### src/hdl/relay_spi_pkg.sv
// shared constants and types for the relay driver serial target
// ----------------------------------------------------------------
// Functional notes
// - Commands come in on the serial input and answers go out on the serial output in one transfer.
// - The answer to a command is only sent during the next transfer, never the one carrying it.
// - After a register read the next answer is 10, the echoed address, then the register content (a read made during the reset reply gets diagnosis).
// - A transfer whose clock count is under 16 or not a multiple of 8 is erroneous and flagged next time.
// - After power-on or software reset the first answer is a reset reply, not a command answer.
// - A write starting 11 or a read starting 00 is a syntax error answered by standard diagnosis.
// - A read or write to a reserved or unused register is a syntax error, not an access.
// - A write is 10, 4-bit upper address, 2-bit lower address, 8 data bits; answered by diagnosis.
// - A read is 01, 4-bit upper address, 2-bit lower address, low bits are don't-care.
// - A frame starting 00 requests standard diagnosis, answered with a leading 0.
// - The transfer error flag sits at bit 10 and clears only after a 16, 24 or 32 clock transfer.
// - After reset the first answer carries the error flag and instruction reply, then diagnosis follows.
// ----------------------------------------------------------------
package relay_spi_pkg;

	localparam int FRAME_BITS = 16;
	localparam int DATA_BITS = 8;
	localparam int CNT_W = 6;
	localparam int PREFIX_LSB = 14;
	localparam int ADDR_LSB = 8;
	localparam int ADDR_BITS = 6;
	localparam int ERR_FLAG_BIT = 10;
	localparam logic [CNT_W-1:0] MIN_CLOCKS = 6'h10;
	localparam logic [CNT_W-1:0] MAX_CLOCKS = 6'h20;
	localparam logic [CNT_W-1:0] CNT_MAX = 6'h3F;
	localparam logic [2:0] BYTE_ALIGN = 3'h0;
	localparam logic [1:0] WRITE_PREFIX = 2'h2;
	localparam logic [1:0] READ_PREFIX = 2'h1;
	localparam logic [1:0] READ_REPLY_PREFIX = 2'h2;
	localparam logic [1:0] BAD_WRITE_PREFIX = 2'h3;
	localparam logic [1:0] BAD_READ_PREFIX = 2'h0;
	localparam logic ERR_FLAG_RESET = 1'b1;
	localparam logic [FRAME_BITS-1:0] SHIFT_RESET = 16'h0000;
	localparam logic [63:0] ADDR_USED_DEFAULT = 64'hFFFF_FFFF_FFFF_FFFF;

	typedef struct packed {
		logic [3:0] address_upper_field;
		logic [1:0] address_lower_field;
	} reg_addr_s;

	typedef struct packed {
		reg_addr_s addr;
		logic [DATA_BITS-1:0] data;
	} reg_write_s;

	typedef struct packed {
		logic chip_select_low;
		logic sclk;
		logic si;
	} spi_pins_s;

	localparam spi_pins_s PINS_IDLE = 3'h4;
	localparam reg_addr_s ADDR_RESET = 6'h00;
	localparam reg_write_s WRITE_RESET = 14'h0000;

	typedef enum logic [1:0] {
		ANS_RESET,
		ANS_DIAG,
		ANS_READ
	} answer_e;

endpackage

### src/hdl/spi_pin_sync.sv
// two-stage synchroniser for the serial pins
`timescale 1ns/100ps
module spi_pin_sync
	import relay_spi_pkg::*;
(
	input logic mclk,
	input logic rst,
	input spi_pins_s pins_in,
	output spi_pins_s pins_sync
);

	localparam int PIN_COUNT = $bits(spi_pins_s);

	genvar i;
	generate
		for (i = 0; i < PIN_COUNT; i++)
		begin : g_pin
			logic meta_q;
			logic sync_q;
			always_ff @(posedge mclk)
			begin
				if (rst)
				begin
					meta_q <= PINS_IDLE[i];
					sync_q <= PINS_IDLE[i];
				end
				else
				begin
					meta_q <= pins_in[i];
					sync_q <= meta_q;
				end
			end
			assign pins_sync[i] = sync_q;
		end
	endgenerate

endmodule

### src/hdl/relay_spi_target.sv
// serial frame engine of the relay driver: shift, decode, answer selection
`timescale 1ns/100ps
module relay_spi_target
	import relay_spi_pkg::*;
#(
	parameter logic [63:0] ADDR_USED_MAP = ADDR_USED_DEFAULT
)
(
	input logic mclk,
	input logic rst,
	input spi_pins_s pins,
	input logic soft_reset,
	input logic [FRAME_BITS-2:0] diag_status,
	input logic [DATA_BITS-1:0] instruction_reply,
	input logic [DATA_BITS-1:0] rd_data,
	output logic so,
	output logic so_oe,
	output logic wr_strobe,
	output reg_write_s wr_req,
	output reg_addr_s rd_addr,
	output logic diag_taken
);

	// ----------------------------------------------------------------
	// pin sampling and edge detection
	// ----------------------------------------------------------------
	spi_pins_s pins_s;
	spi_pins_s prev_q;

	spi_pin_sync u_sync (
		.mclk(mclk),
		.rst(rst),
		.pins_in(pins),
		.pins_sync(pins_s)
	);

	always_ff @(posedge mclk)
	begin
		if (rst)
			prev_q <= PINS_IDLE;
		else
			prev_q <= pins_s;
	end

	wire cs_active = ~pins_s.chip_select_low;
	wire cs_fall = prev_q.chip_select_low & ~pins_s.chip_select_low;
	wire cs_rise = ~prev_q.chip_select_low & pins_s.chip_select_low;
	wire sclk_fall = cs_active & prev_q.sclk & ~pins_s.sclk;

	// ----------------------------------------------------------------
	// frame state
	// ----------------------------------------------------------------
	logic [FRAME_BITS-1:0] sr_q;
	logic [CNT_W-1:0] cnt_q;
	logic err_flag_q;
	answer_e ans_q;
	logic so_q;
	logic so_oe_q;
	logic wr_strobe_q;
	reg_write_s wr_req_q;
	reg_addr_s rd_addr_q;
	logic diag_taken_q;

	// ----------------------------------------------------------------
	// decode of the frame held at chip select release
	// ----------------------------------------------------------------
	wire [1:0] prefix = sr_q[PREFIX_LSB +: 2];
	wire reg_addr_s frame_addr = sr_q[ADDR_LSB +: ADDR_BITS];
	wire [FRAME_BITS-3:0] frame_body = sr_q[FRAME_BITS-3:0];
	wire addr_used = ADDR_USED_MAP[frame_addr];
	// 16, 24 or 32 clocks; the counter saturates so long bursts stay bad
	wire frame_ok = (cnt_q >= MIN_CLOCKS) && (cnt_q <= MAX_CLOCKS)
		&& (cnt_q[2:0] == BYTE_ALIGN);
	wire is_write = frame_ok && (prefix == WRITE_PREFIX) && addr_used;
	wire is_read = frame_ok && (prefix == READ_PREFIX) && addr_used;
	// bad prefixes, unused addresses and diagnosis requests all get diagnosis
	wire answer_e next_ans = (is_read && ans_q != ANS_RESET) ? ANS_READ : ANS_DIAG;

	// ----------------------------------------------------------------
	// answer words
	// ----------------------------------------------------------------
	wire [FRAME_BITS-1:0] diag_word = {1'b0, diag_status[14:11], err_flag_q,
		diag_status[9:0]};
	wire [FRAME_BITS-1:0] read_word = {READ_REPLY_PREFIX, rd_addr_q, rd_data};
	wire [FRAME_BITS-1:0] reset_word = {1'b1, 4'h0, ERR_FLAG_RESET, 2'h0,
		instruction_reply};
	logic [FRAME_BITS-1:0] reply_word;

	always_comb
	begin
		unique case (ans_q)
			ANS_RESET: reply_word = reset_word;
			ANS_DIAG: reply_word = diag_word;
			ANS_READ: reply_word = read_word;
			default: reply_word = diag_word;
		endcase
	end

	// ----------------------------------------------------------------
	// shift register and clock counter
	// ----------------------------------------------------------------
	// one register serves both directions, so extra bytes pass straight
	// through for chained devices
	always_ff @(posedge mclk)
	begin
		if (rst)
		begin
			sr_q <= SHIFT_RESET;
			so_q <= 1'b0;
		end
		else if (cs_fall)
		begin
			sr_q <= reply_word;
			so_q <= reply_word[FRAME_BITS-1];
		end
		else if (sclk_fall)
		begin
			sr_q <= {sr_q[FRAME_BITS-2:0], pins_s.si};
			so_q <= sr_q[FRAME_BITS-2];
		end
	end

	always_ff @(posedge mclk)
	begin
		if (rst || cs_fall)
			cnt_q <= '0;
		else if (sclk_fall && cnt_q != CNT_MAX)
			cnt_q <= cnt_q + 6'h01;
	end

	always_ff @(posedge mclk)
	begin
		if (rst)
			so_oe_q <= 1'b0;
		else
			so_oe_q <= cs_active;
	end

	// ----------------------------------------------------------------
	// answer selection and transfer error flag
	// ----------------------------------------------------------------
	// a reset request beats a frame ending in the same cycle
	always_ff @(posedge mclk)
	begin
		if (rst || soft_reset)
		begin
			ans_q <= ANS_RESET;
			err_flag_q <= ERR_FLAG_RESET;
		end
		else if (cs_rise)
		begin
			ans_q <= next_ans;
			err_flag_q <= ~frame_ok;
		end
	end

	// ----------------------------------------------------------------
	// requests toward the register bank
	// ----------------------------------------------------------------
	always_ff @(posedge mclk)
	begin
		if (rst)
		begin
			wr_strobe_q <= 1'b0;
			wr_req_q <= WRITE_RESET;
			rd_addr_q <= ADDR_RESET;
			diag_taken_q <= 1'b0;
		end
		else
		begin
			wr_strobe_q <= cs_rise && is_write;
			diag_taken_q <= cs_fall && ans_q == ANS_DIAG;
			if (cs_rise && is_write)
				wr_req_q <= frame_body;
			if (cs_rise && is_read)
				rd_addr_q <= frame_addr;
		end
	end

	assign so = so_q;
	assign so_oe = so_oe_q;
	assign wr_strobe = wr_strobe_q;
	assign wr_req = wr_req_q;
	assign rd_addr = rd_addr_q;
	assign diag_taken = diag_taken_q;
endmodule

### config.mk
export PLATFORM = sky130hd
export DESIGN_NAME = relay_spi_target
export DESIGN_NICKNAME = d
export VERILOG_FILES = /design/src/hdl/relay_spi_pkg.sv /design/src/hdl/spi_pin_sync.sv /design/src/hdl/relay_spi_target.sv
export SDC_FILE = /design/constraint.sdc
export NUM_CORES = 1
export LEC_CHECK = 0
export BUFFER_PORTS_ARGS = -buffer_cell sky130_fd_sc_hd__buf_2
export CAP_MARGIN = 20
export CORE_UTILIZATION = 52
export CTS_CLUSTER_SIZE = 20
export DETAILED_ROUTE_END_ITERATION = 16
export PLACE_DENSITY = 0.78
export SLEW_MARGIN = 20
export SYNTH_ARGS = -nofsm -noshare
export SYNTH_HDL_FRONTEND = slang
export SYNTH_SLANG_ARGS = --single-unit
export TNS_END_PERCENT = 30
### constraint.sdc
create_clock -name mclk -period 2.05 [get_ports mclk]
set_input_delay 0.615 -clock mclk [delete_from_list [all_inputs] [get_ports mclk]]
set_output_delay 0.615 -clock mclk [all_outputs]
set_load 0.01 [all_outputs]
[Word level (Yosys, flattened, before mapping)]
Memory sizes are Yosys's and may differ from the RTL's. A register that Yosys moved wholly into a read port is not among the register bits.
Cells that the tools add are included.
Operators by class
  add/subtract/negate cells: 1
  $lt $le $gt $ge: 3
  eq/ne operators: 5
  multiplexer cells: 9
  bitwise gates (word level): 8
  reductions and logical operators: 17
Operators by type and width (number)
  two-way mux 16 bit: 2
  case mux 16 bit (2 select lines): 1
  two-way mux 6 bit: 2
  logical AND 1 bit: 11
  < comparator 6 x 7 -> 1 bit, second input constant: 1
  adder 6 x 1 -> 6 bit, second input constant: 1
  greater-or-equal comparator 6 x 5 -> 1 bit, second input constant: 1
  <= comparator 6 bit, second input constant: 1
  inequality test 6 bit, second input constant: 1
  bitwise AND 1 bit: 4
  == test 2 x 1 -> 1 bit, second input constant: 2
  == test 2 bit, second input constant: 2
  inverter 1 bit: 4
  nonzero test 2 bit: 2
  logical NOT 3 bit: 1
  two-way mux 1 bit: 3
  logical NOT 2 bit: 1
  logical OR 1 bit: 2
  two-way mux 2 bit: 1
Storage, ports and cells
  register bits after elaboration: 57
  ROM bits: 64
  bits of input ports: 37
  output and inout bits: 24
  word-level logic and storage cells: 65
  memories kept: 1
Memories
  (name not given): words 64, bits a word 1, rd ports 1, clocked after Yosys merged registers in 1, write ports 0, line relay_spi_target.sv:70  | wire addr_used = ADDR_USED_MAP[frame_addr];

[Logic depth before layout (Yosys ltp)]
Gate-level depths: netlist of the first run.
  depth in word-level cells: 7
  gate-level depth with buffers: 7
  mapped depth without buffers: 6

[By module]
Synthesis of the first run repeated with hierarchy kept, for this count alone.
Unflattened totals
  cell total of the unflattened synthesis: 257
  area, all modules: 2433.6 sq um
By module, submodules not included
  relay_spi_target: times used 1, cells each 242, area each 2253.4 sq um, seq. area each 1001.0 sq um
  spi_pin_sync: times used 1, cells each 15, area each 180.2 sq um, seq. area each 120.1 sq um

[Worst setup path before layout of the first run]
No wires, ideal clock.
  kind: flip-flop to flip-flop
  start point: reg cnt_q[0]
  end point: reg wr_req_q, in the netlist wr_req[10]
  setup time: 128 ps
  arrival: 1578 ps
  required time: 1922 ps
  slack: 345 ps
  cell stages (with the launch flop): 8
  path buffers: 1
  period minus slack after synthesis: 1705 ps
  cell sequence: dfxtp_1 inv_1 ha_1 nor4bb_1 o211ai_2 buf_4 mux2i_1 nor2_1
On the way
  word-level cells in the longest chain between the ends: 6
  elaborated cells between the ends (all ways): 8
  those cells by class: order compare (2); reduce/logical (6)
RTL lines
  start: declaration: line relay_spi_target.sv:54  | logic [CNT_W-1:0] cnt_q;
  start signal: assignment: line relay_spi_target.sv:128  | cnt_q <= cnt_q + 6'h01;
  greater-or-equal comparator 6 x 5 -> 1 bit / <= comparator 6 bit (equally long branches): line relay_spi_target.sv:72  | wire frame_ok = (cnt_q >= MIN_CLOCKS) && (cnt_q <= MAX_CLOCKS)
  logical AND 1 bit: line relay_spi_target.sv:72
  logical AND 1 bit *: line relay_spi_target.sv:73  | && (cnt_q[2:0] == BYTE_ALIGN);
  logical AND 1 bit * (2 in series): line relay_spi_target.sv:74  | wire is_write = frame_ok && (prefix == WRITE_PREFIX) && addr_used;
  logical AND 1 bit *: line relay_spi_target.sv:173  | if (cs_rise && is_write)
  end signal: assignment: line relay_spi_target.sv:174  | wr_req_q <= frame_body;
  end: declaration: line relay_spi_target.sv:60  | reg_write_s wr_req_q;
Mark *: on every way between the ends. The rest lies on a longest branch, timed or not.
A chain may end at the register's enable or synchronous reset.

[Worst setup path after layout of the first run]
  start point: reg cnt_q[0]
  end point: reg ans_q[0]
On the way
  word-level cells in the longest chain between the ends: 7
  elaborated cells between the ends (all ways): 9
  those cells by class: order compare (2); mux (1); reduce/logical (6)
RTL lines
  greater-or-equal comparator 6 x 5 -> 1 bit / <= comparator 6 bit (equally long branches): line relay_spi_target.sv:72
  logical AND 1 bit: line relay_spi_target.sv:72
  logical AND 1 bit *: line relay_spi_target.sv:73
  logical AND 1 bit * (2 in series): line relay_spi_target.sv:75  | wire is_read = frame_ok && (prefix == READ_PREFIX) && addr_used;
  logical AND 1 bit *: line relay_spi_target.sv:77  | wire answer_e next_ans = (is_read && ans_q != ANS_RESET) ? ANS_READ : ANS_DIAG;
  two-way mux 2 bit *: line relay_spi_target.sv:77
  end signal: assignment: line relay_spi_target.sv:152  | ans_q <= next_ans;
  end: declaration: line relay_spi_target.sv:56  | answer_e ans_q;
Marks and branches as above.

==> results.json, run 1 <==
{
  "status": "finished clean",
  "ir_drop_v": 0.000325,
  "slew_headroom_pct": 66.0,
  "syn_area_um2": 2410,
  "die_h_um": 70.1,
  "clock-root-buffer": "clkbuf_8",
  "worstSetupPathType": "reg2reg",
  "ys.flop_type": "dfxtp_1",
  "worstPathArrival_ns": 2.00,
  "routedWlPerCell_um": 13.6,
  "synthDistinctLibCells": 43,
  "syn_nets": 293,
  "antenna_found_initial": 0,
  "drt_iter0_drc": 157,
  "grt_max_degree": 31,
  "cts_hold_buf": 0,
  "fmax_mhz": 558,
  "rsz0062_at_grt": "false",
  "max_stage_delay_ns": 0.44,
  "finalSetupTns_ns": 0,
  "cts_resized": 0,
  "critPathSlowestCell": "nor4bb_1",
  "tightest_slew_ns": 0.508,
  "p_leak_nw": 1.35,
  "track_usage_pct": 21.8,
  "rows": 24,
  "worstPathCellList": "inv_1, ha_1, nor4bb_1, o211ai_2, buf_4, o221a_2",
  "finalCriticalPeriod_ns": 1.79,
  "syn_area_per_cell_um2": 9.49,
  "area_growth_pct": 18.6,
  "htreeDepth": 2,
  "synth_edf_count": 0,
  "die_area_um2": 4910,
  "utilization_pct": 64.8,
  "max_cap_viol_count": 0,
  "core_area_um2": 4410,
  "grt-ovfl-total": 0,
  "nets": 352,
  "first_global_vias": 1930,
  "finalHoldViolCount": 0,
  "start_util_pct": 54.6,
  "instances_no_fill": 366,
  "fin_hold_ws_ns": 0.415,
  "async_flop_share_pct": 0,
  "firstDrtPassIters": 5,
  "required_ns": 2.26,
  "min_path_type": "reg2reg",
  "grt_pass1_wl_um": 8550,
  "clkSlewWorstSetupHoldPaths_ns": 0.09,
  "drc": 0,
  "dp_cells": 357,
  "clk_path_buf_depth": 2,
  "hpwl_um": 3550,
  "seq_area_frac_synth_pct": 46.5,
  "drive_gt1_share_pct": 26.8,
  "critPathCaptureType": "flop",
  "clock-sinks": 56,
  "yosys.area.top_type_share_pct": 46.5,
  "cts_tree": "done",
  "postRouteAntennaNets": 0,
  "cts_setup_buffers": 0,
  "diodes": 0,
  "worstPathMaxFanout": 7,
  "synth_seq_cells": 56,
  "die_x_um": 70.1,
  "ys_top_cells_by_count": "dfxtp_1, nor2_1, mux2i_1",
  "cts_buffers": 5,
  "final-setup-viol-count": 0,
  "yosysMostFrequentCell": "dfxtp_1",
  "vias": 2045,
  "fin_crit_sh_pct": 87.4,
  "yosysWarningCount": 0,
  "synth_area_leaders": "dfxtp_1, mux2i_1, nor2_1, a222oi_1, nand2_1",
  "fin_worst_skew_ns": 0.0115,
  "routed_via_density": 5.59,
  "drv_slew": 0,
  "synth_area_leader_cell": "dfxtp_1",
  "crit_path_start_kind": "flop",
  "netlist_instances": 254,
  "io_buffers": 59,
  "wl_um": 4970,
  "gp_congestion": 0.764,
  "p_per_area_nw_per_um2": 656,
  "num_io_pins": 61,
  "insertion_delay_ns": 0.31
}
-- cell families (layout without fill, tap and decap cells) --
kind of cell / after synthesis / in the layout / share of synthesized area (%)
buffers and inverters: 23 / 83 / 4.20
AND/OR/NAND/NOR: 89 / 89 / 19.0
multiplexers: 34 / 34 / 14.1
flip-flops: 56 / 56 / 46.5
AO/OA/AOI/OAI: 48 / 48 / 14.4
XOR/XNOR: 2 / 2 / 0.727
adder cells (fa/ha/maj): 2 / 2 / 1.04
-- where the power goes --
group	total, mW	internal [mW]	switching [mW]	leakage, nW
clock network	0.638	0.277	0.361	0.0516
logic	0.116	0.0577	0.0585	0.844
registers	1.12	1.11	0.0150	0.454
total	1.88	1.44	0.435	1.35
-- state kept, by name (all words and copies together), names as in the netlist --
name	cells
sr_q	16
u_sync.g_pin.sync_q	3
err_flag_q	1
prev_q	2
so_oe	1
wr_req	14
wr_strobe	1
diag_taken	1
u_sync.g_pin.meta_q	3
rd_addr	6
ans_q	2
cnt_q	6
-- layout make-up --
type,count,area [um^2]
multi-input cells,175,1190
inverters,7,26.3
clock buffers,6,82.6
clock inverters,2,13.8
fillers,368,1550
well taps,52,65.1
flip-flops and latches,56,1120
repair buffers,68,363
-- critical path, delay by kind of cell, from the launching register on --
kind                       cells  cell delay [ns]
AOI/OAI and AO/OA              2             0.37
adders and majority gates      1             0.21
buffers and inverters          2             0.34
DFF                            1             0.33
and+or+nand+nor                1             0.44
-- stage by stage --
stage / total power [mW] / setup WS [ns] / instance area, um^2
finish: 1.88 / 0.259 / 2860
global placement: 1.26 / 0.213 / 2760
detailed placement: 1.26 / 0.184 / 2760
floorplan: 1.21 / 0.345 / 2410
global route: 1.94 / 0.00170 / 2860
CTS: 1.88 / 0.120 / 2850
-- metal layers --
metal	track usage, %	vias to the layer above	share of wire, %
met1	27.6	935	45
li1	-	1020	-
met3	4.62	7	6.7
met2	35.5	83	47
met5	0	-	0
met4	10.2	0	1.3
-- path summary, 6_finish.rpt --
kind                     startpoint                      to  slack, ns  cells after the start
max                        cnt_q[0]                ans_q[0]       0.26                      6
min          u_sync.g_pin[2].meta_q  u_sync.g_pin[2].sync_q       0.41                      1
max reg2reg                cnt_q[0]                ans_q[0]       0.26                      6
min reg2reg  u_sync.g_pin[2].meta_q  u_sync.g_pin[2].sync_q       0.41                      1
-- cells in the final DEF, fill, tap and decap left out, drive strengths merged, types with 4 or more instances in the layout --
cell,count
o21ai,11
mux2i,34
clkbuf,6
a222oi,7
nor2b,7
nor3b,4
nor2,38
nand2,18
a21oi,9
inv,8
a211oi,4
dfxtp,56
buf,68
No activity file was read; power rests on OpenSTA's default activity.
==> run 2: changes to the inputs <==
SYNTH_HIERARCHICAL = 1   (was not set)
==> results.json, run 2 <==
{
  "syn_area_per_cell_um2": 9.47,
  "hold_end": "u_sync/g_pin[2].sync_q",
  "final-setup-viol-count": 0,
  "cts_setup_buffers": 0,
  "rsz0062_at_grt": "false",
  "fmax_mhz": 532,
  "syn_area_um2": 2430,
  "num_io_pins": 61,
  "track_usage_pct": 21.5,
  "utilization_pct": 63.9,
  "firstDrtPassIters": 5,
  "finalHoldViolCount": 0,
  "worstPathArrival_ns": 2.07,
  "postRouteAntennaNets": 0,
  "top_register": "sr_q",
  "crit_path_start_kind": "flop",
  "drt_iter0_drc": 183,
  "seq_area_frac_synth_pct": 46.1,
  "critPathSlowestCell": "nor4bb_1",
  "die_x_um": 70.4,
  "synthDistinctLibCells": 43,
  "max_cap_viol_count": 0,
  "drc": 0,
  "hpwl_um": 3720,
  "min_path_type": "reg2reg",
  "synth_edf_count": 0,
  "gp_congestion": 0.772,
  "ys_top_cells_by_count": "dfxtp_1, nor2_1, mux2i_1",
  "fin_crit_sh_pct": 91.6,
  "fin_ws_ns": 0.172,
  "nets": 349,
  "insertion_delay_ns": 0.30,
  "grt_max_degree": 30,
  "ir_drop_v": 0.000504,
  "worstSetupPathType": "reg2reg",
  "regToRegEndpoint": "ans_q[0]",
  "yosys.area.top_type_share_pct": 46.1,
  "cts_hold_buf": 0,
  "min_path_cells": 1,
  "htreeDepth": 2,
  "netlist_instances": 257,
  "p_leak_nw": 1.32,
  "drv_slew": 0,
  "layout_commonest_cell": "buf_2",
  "clkSlewWorstSetupHoldPaths_ns": 0.09,
  "slew_headroom_pct": 61.0,
  "r2r_setup_slack_ns": 0.17,
  "die_area_um2": 4960,
  "diodes": 0,
  "ys.flop_type": "dfxtp_1",
  "area_growth_pct": 15.8,
  "cts_buffers": 5,
  "routedWlPerCell_um": 14.3,
  "drive_gt1_share_pct": 24.8,
  "grt_pass1_wl_um": 8540,
  "final_cell_mix": "buf_2, dfxtp_1, nor2_1",
  "clock-sinks": 56,
  "clk_path_buf_depth": 2,
  "syn_nets": 296,
  "finalCriticalPeriod_ns": 1.88,
  "synth_seq_cells": 56,
  "wl_um": 5160,
  "first_global_vias": 1865,
  "r2r_cells": 5,
  "worstPathMaxFanout": 7,
  "fin_worst_skew_ns": 0.00439,
  "start_util_pct": 55.1,
  "rows": 24,
  "cts_resized": 0,
  "vias": 2024,
  "reg2reg_from": "cnt_q[0]",
  "tightest_slew_ns": 0.586,
  "yosysWarningCount": 6,
  "synth_area_leaders": "dfxtp_1, mux2i_1, nor2_1, a222oi_1, nand2_1",
  "status": "finished clean",
  "routed_via_density": 5.59,
  "critPathCaptureType": "flop",
  "synth_area_leader_cell": "dfxtp_1",
  "cts_tree": "done",
  "antenna_found_initial": 0,
  "io_buffers": 59,
  "place_ws_ns": 0.184,
  "max_stage_delay_ns": 0.40,
  "core_area_um2": 4410,
  "grt-ovfl-total": 0,
  "async_flop_share_pct": 0,
  "die_h_um": 70.4,
  "p_per_area_nw_per_um2": 636,
  "required_ns": 2.25,
  "clock-root-buffer": "clkbuf_8",
  "largest_reg_flops": 16,
  "hold_start": "u_sync/g_pin[2].meta_q",
  "worstPathCellList": "inv_1, ha_1, nor4bb_1, o211ai_2, o221a_2",
  "yosysMostFrequentCell": "dfxtp_1",
  "finalSetupTns_ns": 0
}
run 2: critical path: cells and delay by family (launching register included):
family	cells	cell delay [ns]
AOI/OAI and AO/OA	2	0.69
DFF	1	0.34
adders and majority gates	1	0.20
and+or+nand+nor	1	0.40
buffers and inverters	1	0.15
run 2: kinds of logic (layout without fill, tap and decap cells):
group | after synthesis | in the layout | synth area share [%]
buf+inv | 26 | 79 | 5.09
mux | 34 | 34 | 14.0
simple gates | 89 | 89 | 18.8
xor+xnor | 2 | 2 | 0.720
fa+ha+maj | 2 | 2 | 1.03
compound gates | 48 | 48 | 14.3
flops | 56 | 56 | 46.1
run 2: power breakdown:
group          internal [mW]  switching [mW]  leakage [nW]
Clock                  0.233           0.325        0.0410
Combinational         0.0558          0.0574         0.829
Sequential              1.11          0.0163         0.454
run 2: cell type report:
| type | instances | area [um^2] |
|---|---|---|
| clock buffers | 6 | 72.6 |
| clock inverters | 1 | 5.00 |
| fillers | 366 | 1600 |
| inverters | 7 | 26.3 |
| multi-input cells | 175 | 1190 |
| flip-flops and latches | 56 | 1120 |
| well taps | 52 | 65.1 |
| repair buffers | 65 | 340 |
run 2: how the worst max path moves through the flow:
stage / startpoint / end / slack, ns / cells after the start
after CTS: cnt_q[0] / ans_q[0] / 0.17 / 5
after detailed placement: cnt_q[0] / ans_q[0] / 0.18 / 5
after global routing: cnt_q[0] / rd_addr[0] / 0.05 / 6
after global placement: cnt_q[0] / ans_q[0] / 0.23 / 5
after floorplan: cnt_q[0] / wr_req[10] / 0.34 / 7
final: cnt_q[0] / ans_q[0] / 0.17 / 5
run 2: layer usage:
layer  global-route usage [%]  vias up  share of wire [%]
met5                        0        -                  0
met4                     8.22        0                1.5
met3                     4.47       11                4.8
met2                     34.2       55                 47
met1                     28.5      947                 46
li1                         -     1011                  -
run 2: metrics by stage:
| step | hold slack, ns | instance area (um^2) | power (mW) | cells |
|---|---|---|---|---|
| floorplan | 0.383 | 2430 | 1.21 | 257 |
| global route | 0.435 | 2820 | 1.88 | 362 |
| detailed placement | 0.397 | 2740 | 1.26 | 355 |
| finish | 0.413 | 2820 | 1.79 | 362 |
| CTS | 0.419 | 2820 | 1.81 | 362 |
| global placement | 0.387 | 2740 | 1.26 | 355 |
